## config.mk

```make
export PLATFORM = sky130hd
export DESIGN_NAME = mscr_regs
export DESIGN_NICKNAME = d
export VERILOG_FILES = /design/src/design/mscr_pkg.sv /design/src/design/mscr_regs.sv
export SDC_FILE = /design/constraint.sdc
export NUM_CORES = 1
export LEC_CHECK = 0
export ABC_CLOCK_PERIOD_IN_PS = 3500
export BUFFER_PORTS_ARGS = -buffer_cell sky130_fd_sc_hd__buf_4
export CAP_MARGIN = 20
export CORE_AREA = 2 2 122 184
export DETAILED_ROUTE_END_ITERATION = 10
export DIE_AREA = 0 0 124 186
export PLACE_DENSITY = 0.84
export REMOVE_ABC_BUFFERS = 1
export SLEW_MARGIN = 40
export SYNTH_ARGS = -nofsm -noshare
export SYNTH_HDL_FRONTEND = slang
export SYNTH_SLANG_ARGS = --single-unit
```

## constraint.sdc

```tcl
create_clock -name aclk -period 3.5 [get_ports aclk]
set_input_delay 0.525 -clock aclk [delete_from_list [all_inputs] [get_ports aclk]]
set_output_delay 0.525 -clock aclk [all_outputs]
set_load 0.05 [all_outputs]
```

## src/design/mscr_pkg.sv

```systemverilog
/*
 * constants for the memory subsystem configuration register slice:
 * byte offsets, writable masks, reset values, field positions and
 * the wait-state table of the nvm controllers.
 * assumes a 32-bit axi4-lite slave with a 12-bit byte address.
 */
package mscr_pkg;

	// ****************************************
	// register map
	// ****************************************
	localparam int NREG = 9;
	localparam int AW = 12;
	localparam logic [3:0] IDX_NONE = 4'hf;
	localparam logic [AW-1:0] OFFS [0:NREG-1] = '{
		12'h00c, 12'h014, 12'h028, 12'h02c, 12'h030,
		12'h034, 12'h038, 12'h03c, 12'h040};
	localparam logic [3:0] R_NVM_CFG = 4'h0;
	localparam logic [3:0] R_REMAP = 4'h1;
	localparam logic [3:0] R_TIMEOUT = 4'h2;
	localparam logic [3:0] R_NB_BASE = 4'h3;
	localparam logic [3:0] R_NB_SIZE = 4'h4;
	localparam logic [3:0] R_DDR_CFG = 4'h5;
	localparam logic [3:0] R_ECC = 4'h6;
	localparam logic [3:0] R_WEIGHT0 = 4'h7;
	localparam logic [3:0] R_WEIGHT1 = 4'h8;
	// writable bits; everything else is reserved and reads zero
	localparam logic [31:0] WMASK [0:NREG-1] = '{
		32'h0001_ffff, 32'h0007_ffff, 32'h0000_03ff, 32'h0000_ffff,
		32'h0000_000f, 32'h000f_f0bc, 32'h0000_0003, 32'h3fff_8000,
		32'h0000_7c1f};
	localparam logic [31:0] RSTVAL [0:NREG-1] = '{
		32'h0000_00f1, 32'h0000_0000, 32'h0000_03ff, 32'h0000_a000,
		32'h0000_0001, 32'h0000_00bc, 32'h0000_0000, 32'h0000_0000,
		32'h0000_0000};

	// ****************************************
	// field positions
	// ****************************************
	localparam int B_SENSE = 16;
	localparam int B_PERSIST = 15;
	localparam int B_DPD1 = 14;
	localparam int B_DPD0 = 13;
	localparam int F_WAIT0_LO = 5;
	localparam int F_WAIT1_LO = 9;
	localparam int F_RSIZE_LO = 0;
	localparam int B_REMAP_EN = 0;
	localparam int B_BUF_SZ = 7;
	localparam int B_BUS_REN = 5;
	localparam int B_BUS_WEN = 4;
	localparam int B_DMA_REN = 3;
	localparam int B_DMA_WEN = 2;
	localparam int F_BUS_MAP_LO = 16;
	localparam int F_DMA_MAP_LO = 12;
	localparam int B_SRAM1_ECC = 1;
	localparam int B_SRAM0_ECC = 0;
	localparam int F_W_PERIPH_DMA_MASTER = 25;
	localparam int F_W_FAB1 = 20;
	localparam int F_W_FAB0 = 15;
	localparam int F_W_G = 10;
	localparam int F_W_FAST = 0;

	// ****************************************
	// decode constants
	// ****************************************
	localparam logic [3:0] WAIT_MIN_CODE = 4'h2;
	localparam logic [4:0] RSIZE_MIN = 5'h0d; // 16 kbyte segment
	localparam logic [4:0] RSIZE_MAX = 5'h12; // 512 kbyte segment
	localparam logic [4:0] RSIZE_TO_LOG2 = 5'h01; // log2 = code + 1
	localparam logic [5:0] WEIGHT_ZERO = 6'h20;
	localparam logic [1:0] RESP_OKAY = 2'h0;
	localparam logic [1:0] RESP_DECERR = 2'h3;
	localparam logic [4:0] BUF_BYTES_SMALL = 5'h10;
	localparam logic [5:0] BUF_BYTES_LARGE = 6'h20;
	// program and verify wait counts, indexed by code
	localparam logic [4:0] PROG_WAIT [0:15] = '{
		5'h02, 5'h02, 5'h02, 5'h02, 5'h02, 5'h03, 5'h03, 5'h04,
		5'h04, 5'h04, 5'h05, 5'h05, 5'h06, 5'h06, 5'h06, 5'h07};

endpackage

```

## src/design/mscr_regs.sv

```systemverilog
/*
 * memory subsystem configuration registers behind an axi4-lite slave,
 * with the logic they steer: nvm wait sequencers, nvm reset gating,
 * remap base alignment, non-bufferable region match, write-buffer
 * flush controller and arbitration weight decode.
 * assumes one clock (aclk); reset pins arrive asynchronously.
 */
// Functional notes
// - sense amp bit drives both nvm arrays
// - persist bit limits nvm reset to power-on
// - deep power-down bits per nvm array
// - wait range nibbles, low array0, reset 0x7 array0, 0x0 array1
// - read wait is code plus one; 0,1 unsupported
// - program/verify waits follow fixed table
// - counter loaded from range sets busy, capture
// - remap size codes 16 kbyte to 512 kbyte
// - remap enable selects segment at zero
// - remap base aligned to segment size
// - flush timeout ten bits, reset 0x3ff
// - flush posted only after previous response
// - non-bufferable base compared with upper address
// - region size code 0 none, 64 kbyte doubling
// - two four-bit ddr map modes, reset zero
// - buffer size bit, 16 or 32 bytes
// - four buffer enable bits, reset one
// - two sram correction enables, reset zero
// - five weight fields at fixed positions
// - weight zero means thirty-two
`timescale 1ns/100ps
module mscr_regs (
	// clock and reset
	input wire logic aclk,
	input wire logic aresetn,
	// axi4-lite write address and data
	input wire logic s_axi_awvalid,
	output logic s_axi_awready,
	input wire logic [11:0] s_axi_awaddr,
	input wire logic [2:0] s_axi_awprot,
	input wire logic s_axi_wvalid,
	output logic s_axi_wready,
	input wire logic [31:0] s_axi_wdata,
	input wire logic [3:0] s_axi_wstrb,
	// axi4-lite write response
	output logic s_axi_bvalid,
	input wire logic s_axi_bready,
	output logic [1:0] s_axi_bresp,
	// axi4-lite read
	input wire logic s_axi_arvalid,
	output logic s_axi_arready,
	input wire logic [11:0] s_axi_araddr,
	input wire logic [2:0] s_axi_arprot,
	output logic s_axi_rvalid,
	input wire logic s_axi_rready,
	output logic [31:0] s_axi_rdata,
	output logic [1:0] s_axi_rresp,
	// reset pins, asynchronous
	input wire logic system_reset_n,
	input wire logic power_on_reset_n,
	// nvm controls
	output logic nvm_sense_amp_on,
	output logic nvm_ctrl_reset_n,
	output logic nvm1_deep_powerdown,
	output logic nvm0_deep_powerdown,
	output logic [4:0] nvm_remap_segment_size,
	output logic fabric_remap_enable,
	output logic [18:0] fabric_remap_base,
	// nvm access sequencers, index = array
	input wire logic [1:0] nvm_access_start,
	input wire logic [1:0] nvm_access_program,
	output logic [1:0] nvm_busy,
	output logic [1:0] nvm_capture,
	// ddr bridge write buffer flush
	input wire logic wbuf_pending,
	input wire logic wr_req_sent,
	input wire logic wr_resp_recv,
	output logic flush_raised,
	output logic flush_post,
	// ddr bridge non-bufferable match
	input wire logic [31:0] ahb_addr,
	output logic nonbuffer_hit,
	// ddr bridge settings
	output logic [3:0] bus_master_map_mode,
	output logic [3:0] dma_master_map_mode,
	output logic [5:0] bridge_buffer_bytes,
	output logic bus_read_buffer_enable,
	output logic bus_write_combine_enable,
	output logic dma_read_buffer_enable,
	output logic dma_write_combine_enable,
	// sram correction and arbitration
	output logic sram1_correction_enable,
	output logic sram0_correction_enable,
	output logic [5:0] periph_dma_weight,
	output logic [5:0] fabric_port1_weight,
	output logic [5:0] fabric_port0_weight,
	output logic [5:0] master_g_weight,
	output logic [5:0] fast_dma_weight
);

	// ****************************************
	// functions
	// ****************************************
	function automatic logic [3:0] addr_index(input logic [11:0] a);
		logic [3:0] idx;
		idx = mscr_pkg::IDX_NONE;
		for (int i = 0; i < mscr_pkg::NREG; i++) begin
			if (a == mscr_pkg::OFFS[i])
				idx = 4'(i);
		end
		return idx;
	endfunction

	function automatic logic [31:0] lane_mask(input logic [3:0] s);
		return {{8{s[3]}}, {8{s[2]}}, {8{s[1]}}, {8{s[0]}}};
	endfunction

	// wait count for one access; unsupported codes act as lowest code
	function automatic logic [4:0] nvm_wait(input logic [3:0] code,
			input logic prog);
		logic [3:0] c;
		c = (code < mscr_pkg::WAIT_MIN_CODE) ?
			mscr_pkg::WAIT_MIN_CODE : code;
		if (prog)
			return mscr_pkg::PROG_WAIT[c];
		return 5'(c) + 5'h01;
	endfunction

	function automatic logic [5:0] weight_of(input logic [4:0] f);
		return (f == 5'h00) ? mscr_pkg::WEIGHT_ZERO : {1'b0, f};
	endfunction

	// ****************************************
	// register file and axi4-lite slave
	// ****************************************
	logic [31:0] regs [0:mscr_pkg::NREG-1];
	logic aw_held, w_held;
	logic [11:0] aw_addr;
	logic [31:0] w_data;
	logic [3:0] w_strb;
	wire logic commit = aw_held & w_held & ~s_axi_bvalid;
	wire logic [3:0] wr_idx = addr_index(aw_addr);
	wire logic [3:0] rd_idx = addr_index(s_axi_araddr);
	wire logic [31:0] wr_lanes = lane_mask(w_strb);
	wire logic ar_take = s_axi_arvalid & s_axi_arready;

	assign s_axi_awready = ~aw_held;
	assign s_axi_wready = ~w_held;
	assign s_axi_arready = ~s_axi_rvalid;

	// address and data may come in either order; held until both
	always_ff @(posedge aclk) begin
		if (!aresetn) begin
			aw_held <= 1'b0;
			w_held <= 1'b0;
			aw_addr <= 12'h000;
			w_data <= 32'h0000_0000;
			w_strb <= 4'h0;
		end else begin
			if (s_axi_awvalid && !aw_held) begin
				aw_held <= 1'b1;
				aw_addr <= s_axi_awaddr;
			end else if (commit)
				aw_held <= 1'b0;
			if (s_axi_wvalid && !w_held) begin
				w_held <= 1'b1;
				w_data <= s_axi_wdata;
				w_strb <= s_axi_wstrb;
			end else if (commit)
				w_held <= 1'b0;
		end
	end

	// byte lanes merge per strobe; remap base expects whole words
	always_ff @(posedge aclk) begin
		for (int i = 0; i < mscr_pkg::NREG; i++) begin
			if (!aresetn)
				regs[i] <= mscr_pkg::RSTVAL[i];
			else if (commit && wr_idx == 4'(i))
				regs[i] <= ((regs[i] & ~wr_lanes) | (w_data & wr_lanes))
					& mscr_pkg::WMASK[i];
		end
	end

	// write response; unmapped offsets answer decode error
	always_ff @(posedge aclk) begin
		if (!aresetn) begin
			s_axi_bvalid <= 1'b0;
			s_axi_bresp <= mscr_pkg::RESP_OKAY;
		end else if (commit) begin
			s_axi_bvalid <= 1'b1;
			s_axi_bresp <= (wr_idx == mscr_pkg::IDX_NONE) ?
				mscr_pkg::RESP_DECERR : mscr_pkg::RESP_OKAY;
		end else if (s_axi_bready)
			s_axi_bvalid <= 1'b0;
	end

	// read answer one cycle after the address is taken
	always_ff @(posedge aclk) begin
		if (!aresetn) begin
			s_axi_rvalid <= 1'b0;
			s_axi_rdata <= 32'h0000_0000;
			s_axi_rresp <= mscr_pkg::RESP_OKAY;
		end else if (ar_take) begin
			s_axi_rvalid <= 1'b1;
			if (rd_idx == mscr_pkg::IDX_NONE) begin
				s_axi_rdata <= 32'h0000_0000;
				s_axi_rresp <= mscr_pkg::RESP_DECERR;
			end else begin
				s_axi_rdata <= regs[rd_idx[3:0]];
				s_axi_rresp <= mscr_pkg::RESP_OKAY;
			end
		end else if (s_axi_rready)
			s_axi_rvalid <= 1'b0;
	end

	// ****************************************
	// field decode
	// ****************************************
	wire logic [31:0] nvm_cfg = regs[mscr_pkg::R_NVM_CFG];
	wire logic [31:0] ddr_cfg = regs[mscr_pkg::R_DDR_CFG];
	wire logic [31:0] wt0 = regs[mscr_pkg::R_WEIGHT0];
	wire logic [31:0] wt1 = regs[mscr_pkg::R_WEIGHT1];
	wire logic [1:0][3:0] wait_code = {
		nvm_cfg[mscr_pkg::F_WAIT1_LO +: 4],
		nvm_cfg[mscr_pkg::F_WAIT0_LO +: 4]};
	wire logic [1:0] dpd = {nvm_cfg[mscr_pkg::B_DPD1],
		nvm_cfg[mscr_pkg::B_DPD0]};

	assign nvm_sense_amp_on = nvm_cfg[mscr_pkg::B_SENSE];
	assign nvm1_deep_powerdown = dpd[1];
	assign nvm0_deep_powerdown = dpd[0];
	assign nvm_remap_segment_size = nvm_cfg[mscr_pkg::F_RSIZE_LO +: 5];
	assign bus_master_map_mode = ddr_cfg[mscr_pkg::F_BUS_MAP_LO +: 4];
	assign dma_master_map_mode = ddr_cfg[mscr_pkg::F_DMA_MAP_LO +: 4];
	assign bridge_buffer_bytes = ddr_cfg[mscr_pkg::B_BUF_SZ] ?
		mscr_pkg::BUF_BYTES_LARGE :
		{1'b0, mscr_pkg::BUF_BYTES_SMALL};
	assign bus_read_buffer_enable = ddr_cfg[mscr_pkg::B_BUS_REN];
	assign bus_write_combine_enable = ddr_cfg[mscr_pkg::B_BUS_WEN];
	assign dma_read_buffer_enable = ddr_cfg[mscr_pkg::B_DMA_REN];
	assign dma_write_combine_enable = ddr_cfg[mscr_pkg::B_DMA_WEN];
	assign sram1_correction_enable =
		regs[mscr_pkg::R_ECC][mscr_pkg::B_SRAM1_ECC];
	assign sram0_correction_enable =
		regs[mscr_pkg::R_ECC][mscr_pkg::B_SRAM0_ECC];
	// weights decoded to 1..32 so the arbiter sees true counts
	assign periph_dma_weight = weight_of(wt0[mscr_pkg::F_W_PERIPH_DMA_MASTER +: 5]);
	assign fabric_port1_weight = weight_of(wt0[mscr_pkg::F_W_FAB1 +: 5]);
	assign fabric_port0_weight = weight_of(wt0[mscr_pkg::F_W_FAB0 +: 5]);
	assign master_g_weight = weight_of(wt1[mscr_pkg::F_W_G +: 5]);
	assign fast_dma_weight = weight_of(wt1[mscr_pkg::F_W_FAST +: 5]);

	// ****************************************
	// remap base alignment
	// ****************************************
	// reserved size codes clamp into the table so the mask stays sane
	wire logic [4:0] rsize_c =
		(nvm_remap_segment_size < mscr_pkg::RSIZE_MIN) ? mscr_pkg::RSIZE_MIN :
		(nvm_remap_segment_size > mscr_pkg::RSIZE_MAX) ? mscr_pkg::RSIZE_MAX :
		nvm_remap_segment_size;
	wire logic [4:0] remap_log2 = rsize_c + mscr_pkg::RSIZE_TO_LOG2;
	wire logic [18:0] remap_keep = 19'h7_ffff << remap_log2;
	assign fabric_remap_enable =
		regs[mscr_pkg::R_REMAP][mscr_pkg::B_REMAP_EN];
	// offset is zero when disabled: bottom of nvm sits at address zero
	assign fabric_remap_base = fabric_remap_enable ?
		(regs[mscr_pkg::R_REMAP][18:0] & remap_keep) : 19'h0_0000;

	// ****************************************
	// nvm reset gating
	// ****************************************
	logic [2:0] sys_sync, por_sync;
	logic sys_f, por_f;

	// third stage agrees with second before a change counts
	always_ff @(posedge aclk) begin
		if (!aresetn) begin
			sys_sync <= 3'h0;
			por_sync <= 3'h0;
			sys_f <= 1'b0;
			por_f <= 1'b0;
			nvm_ctrl_reset_n <= 1'b0;
		end else begin
			sys_sync <= {sys_sync[1:0], system_reset_n};
			por_sync <= {por_sync[1:0], power_on_reset_n};
			if (sys_sync[1] == sys_sync[2])
				sys_f <= sys_sync[2];
			if (por_sync[1] == por_sync[2])
				por_f <= por_sync[2];
			nvm_ctrl_reset_n <= por_f &
				(sys_f | nvm_cfg[mscr_pkg::B_PERSIST]);
		end
	end

	// ****************************************
	// nvm wait-state sequencers
	// ****************************************
	logic [4:0] wait_cnt [0:1];
	logic [1:0] seq_prog;
	// access refused while sense amps off or array powered down
	wire logic [1:0] seq_go = nvm_access_start & ~nvm_busy & ~dpd
		& {2{nvm_sense_amp_on}};

	always_ff @(posedge aclk) begin
		for (int k = 0; k < 2; k++) begin
			if (!aresetn) begin
				wait_cnt[k] <= 5'h00;
				nvm_busy[k] <= 1'b0;
				nvm_capture[k] <= 1'b0;
				seq_prog[k] <= 1'b0;
			end else if (seq_go[k]) begin
				wait_cnt[k] <= nvm_wait(wait_code[k],
					nvm_access_program[k]);
				nvm_busy[k] <= 1'b1;
				nvm_capture[k] <= 1'b0;
				seq_prog[k] <= nvm_access_program[k];
			end else if (nvm_busy[k]) begin
				wait_cnt[k] <= wait_cnt[k] - 5'h01;
				nvm_busy[k] <= (wait_cnt[k] != 5'h01);
				nvm_capture[k] <= (wait_cnt[k] == 5'h01);
			end else
				nvm_capture[k] <= 1'b0;
		end
	end

	// ****************************************
	// write buffer flush controller
	// ****************************************
	typedef enum logic [1:0] {
		FL_COUNT = 2'b01,
		FL_RAISED = 2'b10
	} mscr_flush_t;
	mscr_flush_t fl_state, next_fl_state;
	logic [9:0] fl_timer;
	logic outstanding;
	wire logic [9:0] fl_limit = regs[mscr_pkg::R_TIMEOUT][9:0];
	wire logic fl_fire = (fl_state == FL_RAISED) & ~outstanding;

	always_comb begin
		next_fl_state = fl_state;
		case (fl_state)
			FL_COUNT:
				if (wbuf_pending && fl_timer >= fl_limit)
					next_fl_state = FL_RAISED;
			FL_RAISED:
				if (fl_fire)
					next_fl_state = FL_COUNT;
			default:
				next_fl_state = FL_COUNT;
		endcase
	end

	// timer counts clocks while data waits in a buffer
	always_ff @(posedge aclk) begin
		if (!aresetn) begin
			fl_state <= FL_COUNT;
			fl_timer <= 10'h000;
			flush_post <= 1'b0;
		end else begin
			fl_state <= next_fl_state;
			flush_post <= fl_fire;
			if (!wbuf_pending || fl_state != FL_COUNT)
				fl_timer <= 10'h000;
			else if (fl_timer < fl_limit)
				fl_timer <= fl_timer + 10'h001;
		end
	end
	assign flush_raised = (fl_state == FL_RAISED);

	// a new request in the response cycle keeps the flag set
	always_ff @(posedge aclk) begin
		if (!aresetn)
			outstanding <= 1'b0;
		else if (wr_req_sent || fl_fire)
			outstanding <= 1'b1;
		else if (wr_resp_recv)
			outstanding <= 1'b0;
	end

	// ****************************************
	// non-bufferable region match
	// ****************************************
	wire logic [3:0] nb_size = regs[mscr_pkg::R_NB_SIZE][3:0];
	wire logic [16:0] nb_keep = 17'h1_ffff << nb_size;
	wire logic [16:0] nb_diff = ahb_addr[31:15] ^
		{regs[mscr_pkg::R_NB_BASE][15:0], 1'b0};
	wire logic nb_match = (nb_size != 4'h0) &&
		((nb_diff & nb_keep) == 17'h0_0000);

	// registered so the bridge samples a clean flag
	always_ff @(posedge aclk) begin
		if (!aresetn)
			nonbuffer_hit <= 1'b0;
		else
			nonbuffer_hit <= nb_match;
	end
endmodule

```

Word level (Yosys, flattened, before mapping)
Memory sizes are Yosys's and may differ from the RTL's.
Index checks and enable logic that the tools add are counted.
{ "totals": {"regBits": 114, "mem_bits_rw": 280, "romBits": 160, "inputBits": 114, "out_inout_bits": 127, "wordCells": 295, "mem_count": 4} }
{ "memory_table": {"columns": ["memory", "depth", "width", "rd", "rd_clocked_by_memory_dff", "write_ports", "line_no", "rtl"], "rows": [
  ["regs", 9, 30, 10, 0, 9, "mscr_regs.sv:134", "logic [31:0] regs [0:mscr_pkg::NREG-1];"],
  ["(name not given)", 16, 5, 1, 0, 0, "mscr_regs.sv:123", "return mscr_pkg::PROG_WAIT[c];"],
  ["(name not given)", 16, 5, 1, 0, 0, "mscr_regs.sv:123", null],
  ["wait_cnt", 2, 5, 2, 0, 2, "mscr_regs.sv:297", "logic [4:0] wait_cnt [0:1];"]
]} }
{ "op_classes": {"addsub": 6, "order_cmp": 8, "n_eq_ne": 39, "shifts": 2, "n_mux": 121, "bitwise": 57, "n_reduce_logical": 35} }
{ "op_table": {"columns": ["op", "n"], "rows": [
  ["30-bit 2-to-1 mux", 9],
  ["12-bit by 6-bit == test with 1-bit output (second input constant)", 12],
  ["5-bit 2-to-1 mux", 18],
  ["4-bit 2-to-1 mux", 20],
  ["1-bit 2-to-1 mux", 61],
  ["30-bit AND", 2],
  ["19-bit AND", 2],
  ["6-bit 2-to-1 mux", 6],
  ["17-bit AND", 2],
  ["32-bit 2-to-1 mux", 1],
  ["30-bit inverter", 1],
  ["30-bit bitwise OR", 1],
  ["5-bit zero test", 5],
  ["12-bit by 4-bit == test with 1-bit output (second input constant)", 2],
  ["12-bit by 5-bit == test with 1-bit output (second input constant)", 2],
  ["12-bit by 7-bit == test with 1-bit output (second input constant)", 2],
  ["20-bit AND", 1],
  ["20-bit bitwise OR", 1],
  ["19-bit 2-to-1 mux", 1],
  ["19-bit bitwise OR", 1],
  ["19-bit by 5-bit left shift with 19-bit output (first input constant)", 1],
  ["17-bit zero test", 1],
  ["17-bit bitwise OR", 1],
  ["17-bit by 4-bit left shift with 17-bit output (first input constant)", 1],
  ["other kinds (48)", 114]
]} }

Depth between registers and ports, before layout
{ "logic_depth": {"depth_word": 16, "mapped_depth": 10, "ltp_nobuf": 9} }

Worst setup path after synthesis
Ideal clock, no wire load.
{ "synth_timing": {"path_type": "register to register", "start": "reg w_held", "end": "mem regs[1][0] (netlist bit), enable pin", "setup_ps": 421, "arrival_time_ps": 2818, "required_ps": 3079, "slack_ps": 261, "stages_incl_launch_ff": 7, "path_buffers": 1, "period_less_slack_ps": 3239, "path_cell_list": "dfxtp_1 inv_1 nor3_1 nand2_1 or3_1 clkbuf_1 o21ai_0"} }
{ "synth_rtl": {"columns": ["element", "line_no", "rtl"], "rows": [
  ["from (decl)", "mscr_regs.sv:135", "logic aw_held, w_held;"],
  ["from (signal assigned)", "mscr_regs.sv:153", "w_held <= 1'b0;"],
  ["from (signal assigned)", "mscr_regs.sv:164", "w_held <= 1'b1;"],
  ["from (signal assigned)", "mscr_regs.sv:168", "w_held <= 1'b0;"],
  ["to (decl)", "mscr_regs.sv:134", null]
]} }

==> impl_summary.md <==
Placement
The total instance count after detailed placement is about 1700. The post-detailed-placement half-perimeter wirelength is roughly 25 mm. The placement-stage cell area is 13300 µm². The final weighted congestion of routability-driven global placement is ~0.95. The number of I/O port buffers is 210.

CTS
The tree is rooted in a clkbuf_16. In this run the number of H-tree levels came out at 1. The clock passes through at most 3 buffers. Hold repair after CTS inserted 0 buffers. After clock tree synthesis, the clock-pin slew on the worst setup and hold paths is 70 ps. The number of buffers inserted during clock tree synthesis is 21. The CTS tree is done. The count of clock tree sinks is 226. The later pin in the worst-skew pair is clocked with a latency of 520 ps.

Die
For this configuration, the core starts out at a cell density of 54.3%. The count of boundary I/O pins is 241. The die covers 23100 µm². From bottom edge to top edge, the die measures 186 µm.

In this run the standard cell core region covers between 20000 and 25000 µm². The number of cell rows is 66. The horizontal die dimension is 124 µm.

Worst setup path
The biggest cell delay along the critical path is ~510 ps. Data on the critical path is required at its endpoint by 2970 ps. The nature of the critical path startpoint is a register. Traced cell by cell, the critical path runs through nor2_1 -> a21oi_1 -> a21oi_1 -> ha_2 -> inv_1 -> ha_1 -> nand2b_1 -> o22ai_1 -> and3_1 -> buf_4. The kind of cell with the highest combined delay on the critical path is adder cells. The maximum fanout along the worst path is 8.

Counting both buffers and inverters, the worst setup path holds a total of 2. The classification of the worst setup path is reg -> out. Among all stages on the critical path, the largest delay is contributed by edfxtp_1.

The worst path arrival time is 2830 ps. STA classifies the critical path endpoint as an output port. The cell repeated most along the worst path is a21oi_1.

Pwr
For this design the static power due to leakage is 5.50 nW. Summed over all nets, the switching power comes to 1.55 mW. The combinational cell fraction of total power is 11.9%. The maximum vdd drop is 0.343 mV. The design internal power is 4.40 mW. The areal power density over the cells is about 420 nW/µm². The clock network is responsible for 38.1% of the overall power. The part of the total power dissipated in sequential elements is roughly 50%. Net switching is between 20% and 30% of the power.

Yosys
The predominant post-synthesis flop cell is edfxtp_1. The biggest area consumer among synthesized cells is edfxtp_1. In this run, synthesis produced a sequential element count of roughly 230. The number of enable flip-flop cells after synthesis is 116. The top cell type by area accounts for between 20% and 30% of the synthesized area. After synthesis, the cell types taking the most area are edfxtp_1, dfxtp_1, a21oi_1, nand2_1, nand2b_1. For this run, the number of Yosys warnings is 0.

The fraction of registers with async set or reset after synthesis is 0%. After technology mapping, the gate count stands at 1277. A synthesized cell averages slightly above 9 µm². The area of the mapped netlist is between 10000 and 15000 µm². The post-synthesis cell type count is between 70 and 80. Sequential cells were found to cover between 40 and 50% of the synthesized design area.

Hold path
The min-delay analysis places its worst path in the category in -> reg.

STA
The minimum period implied by the final worst setup slack is 3350 ps. Setup violations remaining at the end of the flow were counted as 0. The accumulated negative setup slack is 0 ps. The final hold slack is 204 ps. The final cycle utilization of the critical path is 95.8%. The maximum clock skew at final layout is roughly 15 ps.

At the pin with the least slew margin, the transition time is 804 ps. Timing would allow up to approximately 300 MHz. The number of hold violations in the final report was 0.

The number of max-slew violations in the final report came to 0. In this run the tightest slew margin relative to its limit is 46.3%.

Cells and area
The cell area after layout is around 14000 µm². The layout overhead on the synthesized area is 20.5%. The library cells used most frequently in the layout, excluding fill and tap cells, are buf_4, a21oi_1, nand2_1, edfxtp_1, dfxtp_1. The post-layout utilization of the core is roughly 65%. The final layout contains 1575 nets. 0 antenna diodes ended up in the layout. The most common library cell in the layout ignoring fill and taps is buf_4.

The count of placed standard cells in the final layout, fillers left out is 1724. The count of filler cells inserted in the layout is 1721. The fraction of final layout cells with drive strength greater than 1 is 20.7%.

Job
The number of max-capacitance violations reported is 0.

Detailed routing
The number of vias per cell after detailed routing is 6.05. After detailed routing, the average wire length per cell comes to 20.0 µm. The number of remaining DRC errors is 0. The via count is 10424.

The total routed wirelength is 34.5 mm. The detailed-routing iteration count for the pre-antenna-repair pass is 6. The iteration-0 DRC count of the detailed router is 1110. The post-detailed-route count of antenna-violating nets is 0.

Global routing
Summed over all layers, the global routing overflow is 0. The via count of the first global-routing pass came to 9840. The initial antenna violation count was 0. The total routing usage reported by global routing is 29.1%. Entering global routing, the biggest net connects 47 pins. The first-pass GRT wire length is 51.9 mm.

Status
The run finished with clean final reports.
[layer usage]
metal	share of wire, %	vias to the layer above	track usage (%)
met3	9.2	123	4.75
met1	36	4876	35.1
met2	50	596	50.0
li1	-	4829	-
met4	5.6	0	14.4
met5	0	-	0
[path summary, 6_finish.rpt]
check / startpoint / end / slack [ps] / depth (start not counted)
worst max-delay path: regs[0][2]$_SDFFCE_PN0P_ / fabric_remap_base[18] / 150 / 10
worst min-delay path: s_axi_rready / s_axi_rvalid$_SDFFE_PN0P_ / 200 / 2
worst max register to register: aw_addr[10]$_SDFFE_PN0P_ / regs[2][7]$_SDFFCE_PN1P_ / 570 / 7
worst min register to register: sys_sync[0]$_SDFF_PN0_ / sys_sync[1]$_SDFF_PN0_ / 450 / 1
[cell families after synthesis]
logic type / after synthesis / synth area share, %
AOI/OAI and AO/OA: 319 / 16.6
other: 1 / 0.0322
muxes: 36 / 3.18
DFF: 226 / 48.8
adders and majority gates: 26 / 2.75
xor gates and xnor gates: 32 / 2.41
and+or+nand+nor: 496 / 21.2
buffers and inverters: 141 / 5.04
[final cells by class]
| cell class | count | area, µm² | area share (%) |
|---|---|---|---|
| sequential | 226 | 5690 | 40.5 |
| multi-input combinational | 915 | 5420 | 38.6 |
| timing repair buffer | 242 | 1820 | 12.9 |
| clock buffer | 28 | 552 | 3.93 |
| tap | 272 | 340 | 2.42 |
| inverter | 31 | 116 | 0.829 |
| clock inverter | 10 | 105 | 0.749 |
[sequential cells by signal, indices dropped and copies added (netlist names), 2 cells and up]
| name | cells |
|---|---|
| aw_addr | 12 |
| fl_state | 2 |
| fl_timer | 10 |
| nvm_busy | 2 |
| nvm_capture | 2 |
| por_sync | 3 |
| regs | 106 |
| s_axi_rdata | 30 |
| sys_sync | 3 |
| w_data | 30 |
| w_strb | 4 |
| wait_cnt | 10 |
[stage by stage]
step	setup slack, ps	power, mW
floorplan	-140	3.42
detailed placement	359	3.72
CTS	43.0	5.93
finish	146	5.95
global placement	414	3.70
global route	-21.2	6.11
[power groups by stage]
| stage | Clock [mW] | Sequential, mW | Combinational [mW] |
|---|---|---|---|
| 6_report | 2.26 | 2.98 | 0.706 |
| 5_1_grt | 2.37 | 2.99 | 0.753 |
| 4_1_cts | 2.26 | 2.97 | 0.696 |
| 3_5_place_dp | 0 | 3.03 | 0.691 |
| 3_3_place_gp | 0 | 3.03 | 0.675 |
| 2_1_floorplan | 0 | 3.11 | 0.316 |
[synthesized netlist by cell type, drive strengths merged, types with 14 or more instances]
master	count
edfxtp	116
a21oi	173
and2	15
nor2	89
ha	24
buf	20
o21ai	38
or3	15
mux2i	28
dfxtp	110
inv	31
nand2b	95
nand3	23
nor3	22
nand2	170
clkbuf	90
o22ai	14
xnor2	24
nor2b	17
[repair_timing]
action	CTS	global route
buffers inserted	0	5
gates resized for setup	1	3
setup endpoints to repair	3	15
gates cloned	0	0
Note: power is estimated with default switching activity, not from simulation.
